$ cat src/verilog/bltc_params.svh
// offsets, field positions, reset values and counts of the timer core
`ifndef BLTC_PARAMS_SVH
`define BLTC_PARAMS_SVH

`define BLTC_ADDR_W        8
`define BLTC_OFS_CTRL      8'h00
`define BLTC_OFS_COUNT     8'h04
`define BLTC_OFS_PERIOD    8'h08
`define BLTC_OFS_STATUS    8'h0C

// control field positions
`define BLTC_CTL_MODE_LSB  0
`define BLTC_CTL_PRE_LSB   2
`define BLTC_CTL_SRC_LSB   4
`define BLTC_CTL_LEN_LSB   6
`define BLTC_CTL_CLEAR_BIT 8
`define BLTC_CTL_PLD_LSB   9
`define BLTC_CTL_RESET     10'h000

// status bits
`define BLTC_ST_WRAP_BIT   0
`define BLTC_ST_CHAN_BIT   1
`define BLTC_ST_DIR_BIT    2

// length maxima
`define BLTC_MAX_8         16'h00FF
`define BLTC_MAX_10        16'h03FF
`define BLTC_MAX_12        16'h0FFF
`define BLTC_MAX_16        16'hFFFF

`endif

$ cat src/verilog/bltc_pkg.sv
// types of the timer core
`default_nettype none
package bltc_pkg;
    typedef enum logic [1:0] {
        BLTC_MODE_STOP = 2'b00,
        BLTC_MODE_UP   = 2'b01,
        BLTC_MODE_CONT = 2'b10,
        BLTC_MODE_UPDN = 2'b11
    } bltc_mode_type;

    typedef struct packed {
        logic [1:0]    period_load_select;
        logic [1:0]    length_select;
        logic [1:0]    clock_source_select;
        logic [1:0]    prescale_select;
        bltc_mode_type mode_control;
    } bltc_ctrl_type;

    typedef struct packed {
        logic up_dir;
        logic chan_flag;
        logic wrap_flag;
    } bltc_status_type;
endpackage
`default_nettype wire
$ cat src/verilog/bltc_core.sv
// apb-controlled 16-bit timer core with selectable length, source and divider
//
// The register addresses and the APB register port were decided locally.
`include "bltc_params.svh"
`default_nettype none

// Notes on behaviour
// - count once per selected divided tick
// - clear zeroes count and divider, sets direction up
// - lengths 8/10/12/16 bits select maximum
// - short-length count writes are right-justified
// - count writes apply at once
// - four clock sources chosen by field
// - prescaler passes or divides by 2/4/8
// - advance only when mode nonzero and clocked
// - mode 00 stop, 01 up, 10 cont, 11 updown
// - up mode zero to period, then zero
// - up entry above period restarts at zero
// - up: channel flag at period, wrap after
// - immediate period load: reach or roll to zero
// - continuous wraps at maximum, sets wrap flag
// - updown counts up to period and down
// - updown period above maximum behaves continuous
// - direction is latched across stops
// - updown flags at period and 1-to-0
// - zero period stops up and updown (not cont); nonzero restarts up
// - only counting sets flags, never writes
// - load select 00 copies buffer at once
// - counting down, new period after zero
module bltc_core (
    // apb
    input  wire logic        pclk,
    input  wire logic        presetn,
    input  wire logic        psel,
    input  wire logic        penable,
    input  wire logic        pwrite,
    input  wire logic [7:0]  paddr,
    input  wire logic [31:0] pwdata,
    output logic      [31:0] prdata,
    output logic             pready,
    output logic             pslverr,
    // timer clock sources, sampled on pclk
    input  wire logic        aux_clock,
    input  wire logic        subsystem_clock,
    input  wire logic        external_timer_clock,
    input  wire logic        internal_alt_clock,
    // status
    output logic             wrap_flag,
    output logic             channel_event_flag,
    output logic      [15:0] count_value
);
    bltc_pkg::bltc_ctrl_type   ctrl;
    logic [15:0]               period_latch;
    logic [15:0]               period_buffer;
    logic                      pending_load;
    logic                      up_dir;
    logic [2:0]                div_cnt;
    logic                      src_q;
    logic                      src_now;
    logic                      src_rise;
    logic                      tick;
    logic [15:0]               max_cnt;
    logic [15:0]               next_count;
    logic                      next_up_dir;
    logic                      set_wrap;
    logic                      set_chan;
    logic                      wr_en;
    logic                      rd_en;
    logic                      clear_req;
    logic                      stopped_zero;
    logic                      was_up;
    logic                      clr_wrap;
    logic                      clr_chan;

    assign wr_en = psel & penable & pwrite;
    assign rd_en = psel & penable & ~pwrite;
    assign clear_req = wr_en && paddr == `BLTC_OFS_CTRL && pwdata[`BLTC_CTL_CLEAR_BIT];
    assign clr_wrap = wr_en && paddr == `BLTC_OFS_STATUS && pwdata[`BLTC_ST_WRAP_BIT];
    assign clr_chan = wr_en && paddr == `BLTC_OFS_STATUS && pwdata[`BLTC_ST_CHAN_BIT];

    // source mux and edge detect
    always_comb begin
        case (ctrl.clock_source_select)
            2'b00:   src_now = aux_clock;
            2'b01:   src_now = subsystem_clock;
            2'b10:   src_now = external_timer_clock;
            default: src_now = internal_alt_clock;
        endcase
    end

    always_ff @(posedge pclk or negedge presetn) begin
        if (!presetn) begin
            src_q <= 1'b0;
        end else begin
            src_q <= src_now;
        end
    end
    assign src_rise = src_now & ~src_q;

    // prescaler: tick on every 1/2/4/8 source rises
    always_ff @(posedge pclk or negedge presetn) begin
        if (!presetn) begin
            div_cnt <= 3'h0;
        end else if (clear_req) begin
            div_cnt <= 3'h0;
        end else if (src_rise && ctrl.mode_control != bltc_pkg::BLTC_MODE_STOP) begin
            div_cnt <= div_cnt + 3'h1;
        end
    end

    always_comb begin
        case (ctrl.prescale_select)
            2'b00:   tick = src_rise;
            2'b01:   tick = src_rise & (div_cnt[0] == 1'b1);
            2'b10:   tick = src_rise & (div_cnt[1:0] == 2'b11);
            default: tick = src_rise & (div_cnt == 3'h7);
        endcase
    end

    always_comb begin
        case (ctrl.length_select)
            2'b00:   max_cnt = `BLTC_MAX_16;
            2'b01:   max_cnt = `BLTC_MAX_12;
            2'b10:   max_cnt = `BLTC_MAX_10;
            default: max_cnt = `BLTC_MAX_8;
        endcase
    end

    assign stopped_zero = period_latch == 16'h0000;

    // counting step and event decode
    always_comb begin
        next_count  = count_value;
        next_up_dir = up_dir;
        set_wrap    = 1'b0;
        set_chan    = 1'b0;
        case (ctrl.mode_control)
            bltc_pkg::BLTC_MODE_UP: begin
                if (!stopped_zero) begin
                    if (count_value >= period_latch) begin
                        next_count = 16'h0000;
                        set_wrap   = count_value == period_latch;
                    end else begin
                        next_count = count_value + 16'h0001;
                        set_chan   = next_count == period_latch;
                    end
                    next_up_dir = 1'b1;
                end
            end
            bltc_pkg::BLTC_MODE_CONT: begin
                if (count_value >= max_cnt) begin
                    next_count = 16'h0000;
                    set_wrap   = 1'b1;
                end else begin
                    next_count = count_value + 16'h0001;
                end
            end
            bltc_pkg::BLTC_MODE_UPDN: begin
                if (period_latch > max_cnt) begin
                    next_up_dir = 1'b1;
                    if (count_value >= max_cnt) begin
                        next_count = 16'h0000;
                        set_wrap   = 1'b1;
                    end else begin
                        next_count = count_value + 16'h0001;
                    end
                end else if (!stopped_zero) begin
                    if (up_dir) begin
                        if (count_value >= period_latch) begin
                            next_up_dir = 1'b0;
                            next_count  = count_value - 16'h0001;
                        end else begin
                            next_count = count_value + 16'h0001;
                            set_chan   = next_count == period_latch;
                        end
                    end else if (count_value == 16'h0000) begin
                        next_up_dir = 1'b1;
                        next_count  = 16'h0001;
                    end else begin
                        next_count = count_value - 16'h0001;
                        set_wrap   = count_value == 16'h0001;
                        next_up_dir = count_value == 16'h0001;
                    end
                end
            end
            default: begin
                next_count = count_value;
            end
        endcase
        next_count = next_count & max_cnt;
    end

    // counter register
    always_ff @(posedge pclk or negedge presetn) begin
        if (!presetn) begin
            count_value <= 16'h0000;
        end else if (clear_req) begin
            count_value <= 16'h0000;
        end else if (wr_en && paddr == `BLTC_OFS_COUNT) begin
            count_value <= pwdata[15:0] & max_cnt;
        end else if (wr_en && paddr == `BLTC_OFS_PERIOD && stopped_zero && pwdata[15:0] != 16'h0000
                     && ctrl.period_load_select == 2'b00) begin
            count_value <= 16'h0000;
        end else if (tick) begin
            count_value <= next_count;
        end
    end

    // latched direction
    always_ff @(posedge pclk or negedge presetn) begin
        if (!presetn) begin
            up_dir <= 1'b1;
        end else if (clear_req) begin
            up_dir <= 1'b1;
        end else if (wr_en && paddr == `BLTC_OFS_PERIOD && stopped_zero && pwdata[15:0] != 16'h0000) begin
            up_dir <= 1'b1;
        end else if (tick) begin
            up_dir <= next_up_dir;
        end
    end

    // period buffer and latch; deferred loads apply at zero, down-count keeps old period
    assign was_up = up_dir;
    always_ff @(posedge pclk or negedge presetn) begin
        if (!presetn) begin
            period_buffer <= 16'h0000;
            period_latch  <= 16'h0000;
            pending_load  <= 1'b0;
        end else if (wr_en && paddr == `BLTC_OFS_PERIOD) begin
            period_buffer <= pwdata[15:0];
            if (ctrl.period_load_select == 2'b00) begin
                period_latch <= pwdata[15:0];
                pending_load <= 1'b0;
            end else begin
                pending_load <= 1'b1;
            end
        end else if (pending_load && tick && next_count == 16'h0000) begin
            period_latch <= period_buffer;
            pending_load <= 1'b0;
        end
    end

    // sticky flags, set wins over clear
    always_ff @(posedge pclk or negedge presetn) begin
        if (!presetn) begin
            wrap_flag          <= 1'b0;
            channel_event_flag <= 1'b0;
        end else begin
            if (tick && set_wrap) begin
                wrap_flag <= 1'b1;
            end else if (clr_wrap) begin
                wrap_flag <= 1'b0;
            end
            if (tick && set_chan) begin
                channel_event_flag <= 1'b1;
            end else if (clr_chan) begin
                channel_event_flag <= 1'b0;
            end
        end
    end

    // control register
    always_ff @(posedge pclk or negedge presetn) begin
        if (!presetn) begin
            ctrl <= bltc_pkg::bltc_ctrl_type'(`BLTC_CTL_RESET);
        end else if (wr_en && paddr == `BLTC_OFS_CTRL) begin
            // the clear bit is a pulse and is not stored, so the load select sits above it
            ctrl <= bltc_pkg::bltc_ctrl_type'({pwdata[10:9], pwdata[7:0]});
        end
    end

    // apb read path, no wait states
    always_ff @(posedge pclk or negedge presetn) begin
        if (!presetn) begin
            pready  <= 1'b0;
            pslverr <= 1'b0;
            prdata  <= 32'h0000_0000;
        end else begin
            pready  <= psel & ~penable;
            pslverr <= 1'b0;
            prdata  <= 32'h0000_0000;
            if (psel && !penable) begin
                case (paddr)
                    `BLTC_OFS_CTRL:   prdata <= {21'h0, ctrl.period_load_select, 1'b0, ctrl[7:0]};
                    `BLTC_OFS_COUNT:  prdata <= {16'h0000, count_value};
                    `BLTC_OFS_PERIOD: prdata <= {16'h0000, period_buffer};
                    `BLTC_OFS_STATUS: prdata <= {29'h0, was_up, channel_event_flag, wrap_flag};
                    default:          pslverr <= 1'b1;
                endcase
            end
        end
    end

    // assertions
    property p_step;
        @(posedge pclk) disable iff (!presetn)
        (tick && !clear_req && !wr_en && ctrl.mode_control == bltc_pkg::BLTC_MODE_CONT && count_value < max_cnt)
        |=> count_value == $past(count_value) + 16'h0001;
    endproperty
    a_step: assert property (p_step) else $error("count did not step");

    property p_clear;
        @(posedge pclk) disable iff (!presetn)
        clear_req |=> count_value == 16'h0000 && div_cnt == 3'h0 && up_dir;
    endproperty
    a_clear: assert property (p_clear) else $error("clear incomplete");

    property p_len;
        @(posedge pclk) disable iff (!presetn)
        $stable(ctrl.length_select) |-> (count_value & ~max_cnt) == 16'h0000 or $changed(ctrl.length_select);
    endproperty
    a_len: assert property (p_len) else $error("count beyond length");

    property p_wr;
        @(posedge pclk) disable iff (!presetn)
        (wr_en && paddr == `BLTC_OFS_COUNT && !clear_req) |=> count_value == ($past(pwdata[15:0]) & $past(max_cnt));
    endproperty
    a_wr: assert property (p_wr) else $error("count write lost");

    property p_stop;
        @(posedge pclk) disable iff (!presetn)
        (ctrl.mode_control == bltc_pkg::BLTC_MODE_STOP && !wr_en) |=> $stable(count_value);
    endproperty
    a_stop: assert property (p_stop) else $error("count moved while stopped");

    property p_wrapcont;
        @(posedge pclk) disable iff (!presetn)
        (tick && !wr_en && ctrl.mode_control == bltc_pkg::BLTC_MODE_CONT && count_value == max_cnt)
        |=> count_value == 16'h0000 && wrap_flag;
    endproperty
    a_wrapcont: assert property (p_wrapcont) else $error("continuous wrap wrong");

    property p_nowrite_flag;
        @(posedge pclk) disable iff (!presetn)
        (!tick && !wrap_flag) |=> !wrap_flag;
    endproperty
    a_nowrite_flag: assert property (p_nowrite_flag) else $error("flag set without count");

    property p_sticky;
        @(posedge pclk) disable iff (!presetn)
        (channel_event_flag && !clr_chan) |=> channel_event_flag;
    endproperty
    a_sticky: assert property (p_sticky) else $error("flag dropped");

    property p_imm;
        @(posedge pclk) disable iff (!presetn)
        (wr_en && paddr == `BLTC_OFS_PERIOD && ctrl.period_load_select == 2'b00)
        |=> period_latch == $past(pwdata[15:0]);
    endproperty
    a_imm: assert property (p_imm) else $error("immediate load missed");

    property p_upwrap;
        @(posedge pclk) disable iff (!presetn)
        (tick && !wr_en && ctrl.mode_control == bltc_pkg::BLTC_MODE_UP && !stopped_zero
         && count_value == period_latch)
        |=> count_value == 16'h0000 && wrap_flag;
    endproperty
    a_upwrap: assert property (p_upwrap) else $error("up wrap wrong");

    property p_updn_chan;
        @(posedge pclk) disable iff (!presetn)
        (tick && !wr_en && ctrl.mode_control == bltc_pkg::BLTC_MODE_UPDN && up_dir && !stopped_zero
         && period_latch <= max_cnt && count_value == period_latch - 16'h0001)
        |=> count_value == $past(period_latch) && channel_event_flag;
    endproperty
    a_updn_chan: assert property (p_updn_chan) else $error("up/down period flag missed");

    property p_hold_dir;
        @(posedge pclk) disable iff (!presetn)
        (ctrl.mode_control == bltc_pkg::BLTC_MODE_STOP && !wr_en) |=> $stable(up_dir);
    endproperty
    a_hold_dir: assert property (p_hold_dir) else $error("direction lost while stopped");

    property p_zero_stop;
        @(posedge pclk) disable iff (!presetn)
        (tick && !wr_en && stopped_zero && (ctrl.mode_control == bltc_pkg::BLTC_MODE_UP
         || ctrl.mode_control == bltc_pkg::BLTC_MODE_UPDN))
        |=> $stable(count_value);
    endproperty
    a_zero_stop: assert property (p_zero_stop) else $error("count moved with zero period");
endmodule
`default_nettype wire

$ cat config.mk
export PLATFORM = sky130hd
export DESIGN_NAME = bltc_core
export DESIGN_NICKNAME = d
export VERILOG_FILES = /design/src/verilog/bltc_pkg.sv /design/src/verilog/bltc_core.sv
export VERILOG_INCLUDE_DIRS = /design/src /design/src/verilog
export SDC_FILE = /design/constraint.sdc
export NUM_CORES = 1
export LEC_CHECK = 0
export ABC_AREA = 1
export BUFFER_PORTS_ARGS = -buffer_cell sky130_fd_sc_hd__buf_2
export CAP_MARGIN = 20
export CORE_UTILIZATION = 30
export DETAILED_ROUTE_END_ITERATION = 10
export GPL_TIMING_DRIVEN = 0
export PLACE_DENSITY = 0.52
export SYNTH_ARGS = -nofsm -noshare
export SYNTH_HDL_FRONTEND = slang
export SYNTH_SLANG_ARGS = --single-unit
export TNS_END_PERCENT = 1
$ cat constraint.sdc
create_clock -name pclk -period 9.05 [get_ports pclk]
set_clock_uncertainty 0.2 [all_clocks]
set_input_delay 2.715 -clock pclk [delete_from_list [all_inputs] [get_ports pclk]]
set_output_delay 2.715 -clock pclk [all_outputs]
set_load 0.02 [all_outputs]
== Yosys cells after proc, flatten, opt, wreduce, memory -nomap -nowiden ==
Index checks and enable logic that the tools add are counted.

* Add/subtract/negate cells: 3
* Order comparisons: 3
* Equal/unequal tests: 20
* Multiplexer cells: 56
* Bitwise logic cells: 11
* Reduce and logical (&&, ||, !) cells: 37

{| class="wikitable"
|+ Operator list
! operator !! number
|-
| two-way mux 16 bit || 15
|-
| one-hot mux 16 bit (3 select lines) || 2
|-
| one-hot mux 16 bit (4 select lines) || 1
|-
| zero test 16 bit || 3
|-
| bitwise AND 16 bit || 2
|-
| equality test 16 bit || 2
|-
| greater-or-equal comparator 16 bit || 2
|-
| two-way mux 32 bit || 1
|-
| two-way mux 1 bit || 30
|-
| adder 16 x 1 -> 16 bit (second input constant) || 1
|-
| equality test 16 x 1 -> 1 bit (second input constant) || 1
|-
| equality test 8 x 4 -> 1 bit (second input constant) || 2
|-
| greater-than comparator 16 bit || 1
|-
| logical AND 1 bit || 16
|-
| nonzero test 16 bit || 1
|-
| subtractor 16 x 1 -> 16 bit (second input constant) || 1
|-
| equality test 2 bit (second input constant) || 6
|-
| nonzero test 2 bit || 5
|-
| one-hot mux 1 bit (3 select lines) || 3
|-
| equality test 2 x 1 -> 1 bit (second input constant) || 4
|-
| equality test 8 x 3 -> 1 bit (second input constant) || 1
|-
| zero test 2 bit || 4
|-
| zero test 8 bit || 1
|-
| nonzero test 4 bit || 2
|-
| 14 further kinds || 23
|}

* Flip-flop bits (word level): 100
* Bits of input ports: 49
* Logic and storage cells: 147

== Logic depth before layout (Yosys ltp) ==
Gate-level depths: netlist of the first run.

* Depth in word-level cells: 11
* Gate-level depth with buffers: 27

== Worst setup path after synthesis of the first run ==
No wires, ideal clock.

* Kind: in2reg
* Start point: input port paddr[5]
* End point: register count_value[0]
* Library setup time: 131 ps
* Arrival time: 4394 ps
* Required time: 8719 ps
* Path slack: 4325 ps
* Stages: 11
* Path buffers: 1
* Path through: nor4_1 -> inv_1 -> nor2_2 -> nand2_1 -> nor2_1 -> nand3_1 -> o21ai_2 -> inv_1 -> nand3_1 -> clkbuf_1 -> o22ai_1

* Cells in the longest elaborated chain, start to end: 8
* Elaborated cells on any way between the ends: 14

{| class="wikitable"
|+ Ends and longest elaborated chain
! element !! line !! source
|-
| start: declaration || bltc_core.sv:37 || <nowiki>input wire logic [7:0] paddr,</nowiki>
|-
| equality test 8 x 4 -> 1 bit || - ||
|-
| logical AND 1 bit (no line) || - ||
|-
| logical AND 1 bit (3 in a row) || bltc_core.sv:201 || <nowiki>end else if (wr_en && paddr == `BLTC_OFS_PERIOD && stopped_zero && pwdata[15:0] != 16'h0000</nowiki>
|-
| two-way mux 16 bit || bltc_core.sv:201 ||
|-
| two-way mux 16 bit || bltc_core.sv:199 || <nowiki>end else if (wr_en && paddr == `BLTC_OFS_COUNT) begin</nowiki>
|-
| two-way mux 16 bit || bltc_core.sv:197 || <nowiki>end else if (clear_req) begin</nowiki>
|-
| end signal: assignment || bltc_core.sv:200 || <nowiki>count_value <= pwdata[15:0] & max_cnt;</nowiki>
|-
| end signal: assignment || bltc_core.sv:205 || <nowiki>count_value <= next_count;</nowiki>
|-
| end: declaration || bltc_core.sv:50 || <nowiki>output logic [15:0] count_value</nowiki>
|}

Parallel ways exist; a longest one is shown, timed or not.
A chain may end at the register's enable or synchronous reset.

== Worst setup path after layout of the first run ==
* Start point: input port paddr[5]
* End point: register count_value[3]

The elaborated chain is that of the path after synthesis.

==> impl_summary.log, run 1 <==
INFO  metric synth_simple_gate_area_share = 36.8%
INFO  metric timing.critical_path.arrival = 5280 ps
INFO  metric detail_route.wirelength = 26.9 mm
INFO  metric final.period_utilization = 58.3%
INFO  metric cellLeakagePower = 4.21 nW
INFO  metric timing.critical_path.required = 9060 ps
INFO  metric clkPwrFrac = 18.4%
INFO  metric ctsHoldBuffers = 0
INFO  metric global_route_wire_length_before_repair = 41.9 mm
INFO  metric most_used_cells_in_the_layout_excluding_fill_and_tap_cells = 315 x sky130_fd_sc_hd__nand2_1, 117 x sky130_fd_sc_hd__inv_1, 102 x sky130_fd_sc_hd__nand3_1
INFO  metric synth.lib_cells_used.distinct = 48
INFO  metric sw_frac_of_total = 51.2%
INFO  metric timing.max_cap.violations = 0
INFO  metric synth_area = 7290 um2
INFO  metric power_frac_comb = 53.4%
INFO  metric max_stage_delay = 430 ps
INFO  metric post_layout_nonfiller_instances = 1507
INFO  metric placed_cells_incl_taps = 1491
INFO  metric yosys_register_bits = 84
INFO  metric switching_power = 0.000985 W
INFO  metric drc_violations_left = 0
INFO  metric yosys.area.top_type_share = 28.5%
INFO  metric die-area = 24900 um2
INFO  metric fin_area = 8400 um2
INFO  metric hpwl = 21.3 mm
INFO  metric postCtsResizedCells = 0
INFO  metric run_status = finished clean
INFO  metric clkSlewWorstSetupHoldPaths = 70 ps
INFO  metric yosys.area_share.adder = 7.03%
INFO  metric number_of_vias_per_cell_after_detailed_routing = 5.13
INFO  metric htree_num_levels = 3
INFO  metric finalCoreUtilization = 35.5%
INFO  metric synth_xor_xnor_area_share = 3.35%
INFO  metric initial_core_util = 30.8%
INFO  metric first_global_vias = 7170
INFO  metric power.density_cell_area = 229 nW/um2
INFO  metric cts-root-to-sink-buffers = 2
INFO  metric drive_above_1_share = 16.2%
INFO  metric crit_path_start_kind = input pin
INFO  metric synth.top_cells.by_area = sky130_fd_sc_hd__dfrtp_1 28%, sky130_fd_sc_hd__nand2_1 16%, sky130_fd_sc_hd__ha_1 7.0%, sky130_fd_sc_hd__nand3_1 7.0%, sky130_fd_sc_hd__inv_1 6.0%
INFO  metric power.ir.vdd_worst = 0.0000954 V
INFO  metric cp_num_buf_inv = 5
INFO  metric tritoncts = yes
INFO  metric antenna_found_initial = 0
INFO  metric fin_crit = 5280 ps
INFO  metric grt_overflow = 0
INFO  metric design.core.area = 23700 um2
INFO  metric crit_path_top_delay_cell = sky130_fd_sc_hd__nor2_1
INFO  metric yosysSeqAreaShare = 28.8%
INFO  metric worstSkewPairLatency = 350 ps
INFO  metric dpl-instance-area = 8120 um2
INFO  metric syn2layout_area_growth = 15.2%
INFO  metric slew_headroom = 30.2%
INFO  metric ys_async_sr_fraction = 100%
INFO  metric drt_first_pass_iters = 5
INFO  metric critical_path.cell_chain = buf_2 > nor4_1 > inv_1 > nor2_1 > nand2_1 > nor2_1 > inv_2 > nor2_1 > inv_2 > nand3_1 > clkbuf_1 > o21ai_1
INFO  metric synth_compound_area_share = 12.9%
INFO  metric critPathMostFrequentCell = sky130_fd_sc_hd__nor2_1
INFO  metric cts_setup_buffers = 0
INFO  metric synthCells = 1088
INFO  metric drv_slew = 0
INFO  metric diodes = 0
INFO  metric ys_flop_type = sky130_fd_sc_hd__dfrtp_1
INFO  metric critical-path-top-delay-family = simple AND/OR/NAND/NOR gates
INFO  metric groute.usage.overall = 22.5%
INFO  metric synthMuxAreaShare = 0%
INFO  metric avg_inst_size_synth = 6.70 um2
INFO  metric die_x = 158 um
INFO  metric totalNegativeSetupSlack = 0 ps
INFO  metric final_setup_violation_count = 0
INFO  metric die_height = 158 um
INFO  metric synth_warnings = 0
INFO  metric vias = 7731
INFO  metric final_antenna_net_count = 0
INFO  metric power.sequential.fraction = 28.2%
INFO  metric grt_start_max_net_pins = 60
INFO  metric power.internal = 0.000940 W
INFO  metric holdCritPathClass = reg2reg
INFO  metric ff_latch_area = 2100 um2
INFO  metric pin_count = 101
INFO  metric synth_top_area_cell = sky130_fd_sc_hd__dfrtp_1
INFO  metric fp-row-count = 56
INFO  metric crit_type = in2reg
INFO  metric worst_hold_slack = 300 ps
INFO  metric synth_top_family_by_area = simple AND/OR/NAND/NOR gates
INFO  metric timing.fmax = 0.190 GHz
INFO  metric footprint_of_the_multi_input_gates = 4440 um2
INFO  metric worst_setup_path_end_kind = flip-flop
INFO  metric grt_setup_unrepaired = no
INFO  metric cts.sink_count = 84
INFO  metric nFillCells = 2642
INFO  metric detailedRoute.firstIterationViolations = 682
INFO  metric root_buffer_selected_by_cts = sky130_fd_sc_hd__clkbuf_16
INFO  metric cts_inserted_buffers = 9
INFO  metric crit_fanout = 10
INFO  metric most_common_cell_after_layout_fill_and_taps_aside = sky130_fd_sc_hd__nand2_1
INFO  metric routabilityCongestion = 0.979
INFO  metric finish.net_count = 1273
INFO  metric routedWlPerCell = 17.8 um
INFO  metric worst-slew-pin-transition = 1040 ps
INFO  metric synth_edf_count = 0
INFO  metric final_hold_viol_count = 0
INFO  metric port_buffers = 68
-- flip-flops by register name, indices dropped and copies added (netlist names) --
name / cells
count_value: 16
channel_event_flag: 1
ctrl: 10
pslverr: 1
src_q: 1
up_dir: 1
period_buffer: 16
period_latch: 16
wrap_flag: 1
pending_load: 1
pready: 1
prdata: 16
div_cnt: 3
-- area by class of cell --
class                           instances  area share (%)
Multi-Input combinational cell        840            52.9
Sequential cell                        84            25.0
Inverter                              132            5.91
Tap cell                              319            4.75
Timing Repair Buffer                   69            4.41
Buffer                                 47            3.69
Clock buffer                           11            2.89
Clock inverter                          5           0.447
-- through the flow --
stage | setup WS (ps) | total power [W]
final | 3770 | 0.00193
after global routing | 3450 | 0.00207
after CTS | 3800 | 0.00192
after global placement | 3470 | 0.00156
after floorplan | 4330 | 0.00122
after detailed placement | 3440 | 0.00156
-- tightest hold or removal path: cells and delay by family (launching register included) --
kind / cells / cell delay (ps)
flops: 1 / 340
simple gates: 2 / 110
-- power by group through the flow --
stage | Clock (W) | Combinational, W | Sequential (W)
final | 0.000354 | 0.00103 | 0.000544
after global routing | 0.000373 | 0.00115 | 0.000552
after CTS | 0.000357 | 0.00102 | 0.000545
after detailed placement | 0 | 0.00101 | 0.000552
after global placement | 0 | 0.00101 | 0.000549
after floorplan | 0 | 0.000685 | 0.000535
-- per-layer routing --
layer	part of all wire [%]	vias to the layer above	global-route usage, %
met5	0	-	0
met4	1.8	0	5.32
met3	7.2	40	3.18
met2	44	300	34.6
met1	47	3680	32.7
li1	-	3711	-
-- final timing paths --
check,start,endpoint,slack [ps],cells past startpoint
worst max-delay path,paddr[5],count_value[3],3770,12
worst max register to register,ctrl[7],period_latch[6],4970,23
min in group asynchronous,presetn,count_value[3],2080,1
max in group asynchronous,presetn,up_dir,5910,2
worst min-delay path,period_buffer[14],period_buffer[14],300,2
worst min register to register,period_buffer[14],period_buffer[14],300,2
-- synthesized netlist by cell type (2+ instances only) --
cell,n
sky130_fd_sc_hd__nand2_2,14
sky130_fd_sc_hd__nand2_4,3
sky130_fd_sc_hd__nor4_1,8
sky130_fd_sc_hd__nand3_1,102
sky130_fd_sc_hd__xor2_1,26
sky130_fd_sc_hd__nand2_1,315
sky130_fd_sc_hd__nor2_4,8
sky130_fd_sc_hd__nor2_1,90
sky130_fd_sc_hd__nor2_2,15
sky130_fd_sc_hd__nand3b_1,2
sky130_fd_sc_hd__o211ai_1,2
sky130_fd_sc_hd__o21ai_1,10
sky130_fd_sc_hd__dfrtp_1,83
sky130_fd_sc_hd__buf_6,8
sky130_fd_sc_hd__o22ai_1,15
sky130_fd_sc_hd__o221ai_1,3
sky130_fd_sc_hd__nand4_1,11
sky130_fd_sc_hd__a21o_1,4
sky130_fd_sc_hd__inv_1,117
sky130_fd_sc_hd__nand3_2,12
sky130_fd_sc_hd__o31ai_1,2
sky130_fd_sc_hd__buf_2,8
sky130_fd_sc_hd__a32oi_1,3
sky130_fd_sc_hd__inv_2,13
sky130_fd_sc_hd__a221oi_1,4
sky130_fd_sc_hd__ha_1,41
sky130_fd_sc_hd__a21oi_1,46
sky130_fd_sc_hd__clkbuf_1,14
sky130_fd_sc_hd__a31oi_1,4
sky130_fd_sc_hd__o21ai_0,62
sky130_fd_sc_hd__nor3_1,8
sky130_fd_sc_hd__o21ai_2,3
sky130_fd_sc_hd__buf_4,17
-- cell families after synthesis --
logic type | after synthesis
XOR/XNOR | 27
other | 1
AND/OR/NAND/NOR | 592
adder cells (fa/ha/maj) | 41
buffers and inverters | 179
flip-flops | 84
AO/OA/AOI/OAI | 164
Power figures use the tool's default switching activity.
==> inputs of run 2 (changes only) <==
--- a/config.mk
+++ b/config.mk
@@ -12,7 +12,7 @@
 export CORE_UTILIZATION = 30
 export DETAILED_ROUTE_END_ITERATION = 10
 export GPL_TIMING_DRIVEN = 0
-export PLACE_DENSITY = 0.52
+export PLACE_DENSITY = 0.54
 export SYNTH_ARGS = -nofsm -noshare
 export SYNTH_HDL_FRONTEND = slang
 export SYNTH_SLANG_ARGS = --single-unit
==> constraint.sdc (replaced) <==
create_clock -name pclk -period 4.55 [get_ports pclk]
set_clock_uncertainty 0.2 [all_clocks]
set_input_delay 1.365 -clock pclk [delete_from_list [all_inputs] [get_ports pclk]]
set_output_delay 1.365 -clock pclk [all_outputs]
set_load 0.02 [all_outputs]
==> impl_summary.log, run 2 (synthesized netlist as in run 1, its figures left out) <==
INFO  metric initial_core_util = 30.8% (unchanged)
INFO  metric most_common_cell_after_layout_fill_and_taps_aside = sky130_fd_sc_hd__nand2_1
INFO  metric worstSkewPairLatency = 340 ps (about the same)
INFO  metric detail_route.wirelength = 26.0 mm (-3.2%)
INFO  metric die-area = 24900 um2 (unchanged)
INFO  metric detailedRoute.firstIterationViolations = 732 (+7.3%)
INFO  metric timing.max_cap.violations = 0 (unchanged)
INFO  metric dp_slack = 311 ps (-3130 ps)
INFO  metric finalCoreUtilization = 35.4% (-0.037 points)
INFO  metric reg2reg_slack = 500 ps (-4470 ps)
INFO  metric design.core.area = 23700 um2 (unchanged)
INFO  metric cts_inserted_buffers = 9 (unchanged)
INFO  metric postCtsResizedCells = 0 (unchanged)
INFO  metric timing.critical_path.required = 4630 ps (-4430 ps)
INFO  metric most_used_cells_in_the_layout_excluding_fill_and_tap_cells = 315 x sky130_fd_sc_hd__nand2_1, 117 x sky130_fd_sc_hd__inv_1, 102 x sky130_fd_sc_hd__nand3_1
INFO  metric nFillCells = 2634 (-0.30%)
INFO  metric fp-row-count = 56 (unchanged)
INFO  metric totalNegativeSetupSlack = 0 ps (unchanged)
INFO  metric pin_count = 101 (unchanged)
INFO  metric diodes = 0 (unchanged)
INFO  metric timing.fmax = 0.247 GHz
INFO  metric die_x = 158 um (unchanged)
INFO  metric postLayoutSetupSlackWorst = 496 ps (-3280 ps)
INFO  metric cts.sink_count = 84 (unchanged)
INFO  metric routabilityCongestion = 0.927 (-5.3%)
INFO  metric drive_above_1_share = 16.2% (-0.084 points)
INFO  metric syn2layout_area_growth = 15.0%
INFO  metric port_buffers = 68 (unchanged)
INFO  metric die_height = 158 um (unchanged)
INFO  metric ff_latch_area = 2100 um2 (unchanged)
INFO  metric crit_path_start_kind = flip-flop
INFO  metric hpwl = 21.0 mm (-1.6%)
INFO  metric worst-slew-pin-transition = 1120 ps (+85.8 ps)
INFO  metric groute.usage.overall = 21.5% (-0.96 points)
INFO  metric cts-root-to-sink-buffers = 2 (unchanged)
INFO  metric finish.net_count = 1273 (unchanged)
INFO  metric first_global_vias = 6905 (-3.7%)
INFO  metric final.period_utilization = 89.1%
INFO  metric power.density_cell_area = 449 nW/um2 (+96%)
INFO  metric routedWlPerCell = 17.3 um (-3.2%)
INFO  metric clkSlewWorstSetupHoldPaths = 60 ps (about the same)
INFO  metric drc_violations_left = 0 (unchanged)
INFO  metric footprint_of_the_multi_input_gates = 4440 um2 (unchanged)
INFO  metric crit_type = reg2reg
INFO  metric crit_fanout = 12 (+2)
INFO  metric power.ir.vdd_worst = 0.000240 V (+150%)
INFO  metric ctsHoldBuffers = 0 (unchanged)
INFO  metric number_of_vias_per_cell_after_detailed_routing = 5.05 (-1.6%)
INFO  metric grt_overflow = 0 (unchanged)
INFO  metric grt_start_max_net_pins = 69 (+15%)
INFO  metric drt_first_pass_iters = 5 (unchanged)
INFO  metric run_status = finished clean
INFO  metric cellLeakagePower = 4.21 nW (about the same)
INFO  metric slew_headroom = 24.4% (-5.8 points)
INFO  metric antenna_found_initial = 0 (unchanged)
INFO  metric fin_crit = 4050 ps
INFO  metric vias = 7607 (-1.6%)
INFO  metric timing.critical_path.arrival = 4130 ps (-1150 ps)
INFO  metric holdCritPathClass = reg2reg
INFO  metric worst_hold_slack = 304 ps (+4.44 ps)
INFO  metric sum_of_internal_switching_and_leakage_power = 0.00377 W (+96%)
INFO  metric grt_setup_unrepaired = no
INFO  metric final_hold_viol_count = 0 (unchanged)
INFO  metric cts_setup_buffers = 0 (unchanged)
INFO  metric worst_setup_path_end_kind = flip-flop
INFO  metric root_buffer_selected_by_cts = sky130_fd_sc_hd__clkbuf_16
INFO  metric tritoncts = yes
INFO  metric final_setup_violation_count = 0 (unchanged)
INFO  metric global_route_wire_length_before_repair = 39.8 mm (-5.0%)
INFO  metric htree_num_levels = 3 (unchanged)
INFO  metric drv_slew = 0 (unchanged)
INFO  metric final_antenna_net_count = 0 (unchanged)
## run 2: area by class of cell
cell class              count  area share [%]
repair buffers             69            4.41
clock buffers              12            2.94
multi-input cells         840            52.9
inverters                 132            5.92
clock inverters             4           0.298
flip-flops and latches     84            25.1
well taps                 319            4.76
plain buffers              47            3.70
## run 2: critical path, stage by stage, from the launching register on
cell,delay [ps]
sky130_fd_sc_hd__dfrtp_1,480
sky130_fd_sc_hd__nor2_1,340
sky130_fd_sc_hd__inv_1,300
sky130_fd_sc_hd__ha_1,390
sky130_fd_sc_hd__nand2_1,60
sky130_fd_sc_hd__nor2_1,150
sky130_fd_sc_hd__nand2_1,90
sky130_fd_sc_hd__nand2_1,60
sky130_fd_sc_hd__nand2_1,90
sky130_fd_sc_hd__nand2_1,120
sky130_fd_sc_hd__buf_6,170
sky130_fd_sc_hd__nor2_2,40
sky130_fd_sc_hd__nand2_1,70
sky130_fd_sc_hd__o21ai_1,70
sky130_fd_sc_hd__nand2_1,60
sky130_fd_sc_hd__nand3_1,110
sky130_fd_sc_hd__nand2_1,170
sky130_fd_sc_hd__nand2_1,90
sky130_fd_sc_hd__nor2_2,130
sky130_fd_sc_hd__nand2_2,80
sky130_fd_sc_hd__o21ai_4,310
sky130_fd_sc_hd__buf_6,210
sky130_fd_sc_hd__nand3_1,90
sky130_fd_sc_hd__nand2_1,90
## run 2: worst paths after layout
kind / start / to / cells after the start
worst max-delay path: ctrl[7] / period_latch[3] / 23
worst min-delay path: period_buffer[12] / period_buffer[12] / 2
worst max register to register: ctrl[7] / period_latch[3] / 23
worst min register to register: period_buffer[12] / period_buffer[12] / 2
max in group asynchronous: presetn / up_dir / 2
min in group asynchronous: presetn / div_cnt[1] / 1
## run 2: metal layers
layer | up-vias | track usage [%] | share of wire, % | wire (um)
li1 | 3724 | - | - | -
met1 | 3604 | 31.1 | 48 | 12400
met2 | 258 | 33.8 | 44 | 11600
met3 | 21 | 3.26 | 6.7 | 1750
met4 | 0 | 3.88 | 1.2 | 314
met5 | - | 0 | 0 | 0
## run 2: report_power, final
group	internal [W]	switching (W)
registers	0.000836	0.000236
clock network	0.000383	0.000299
logic	0.000648	0.00137
total	0.00187	0.00190
## run 2: metrics by stage
| step | instances | area [um2] |
|---|---|---|
| 6_report | 1507 | 8390 |
| 5_1_grt | 1507 | 8390 |
| 4_1_cts | 1507 | 8390 |
| 3_5_place_dp | 1491 | 8120 |
| 3_3_place_gp | 1490 | 8090 |
| 2_1_floorplan | 1103 | 7350 |
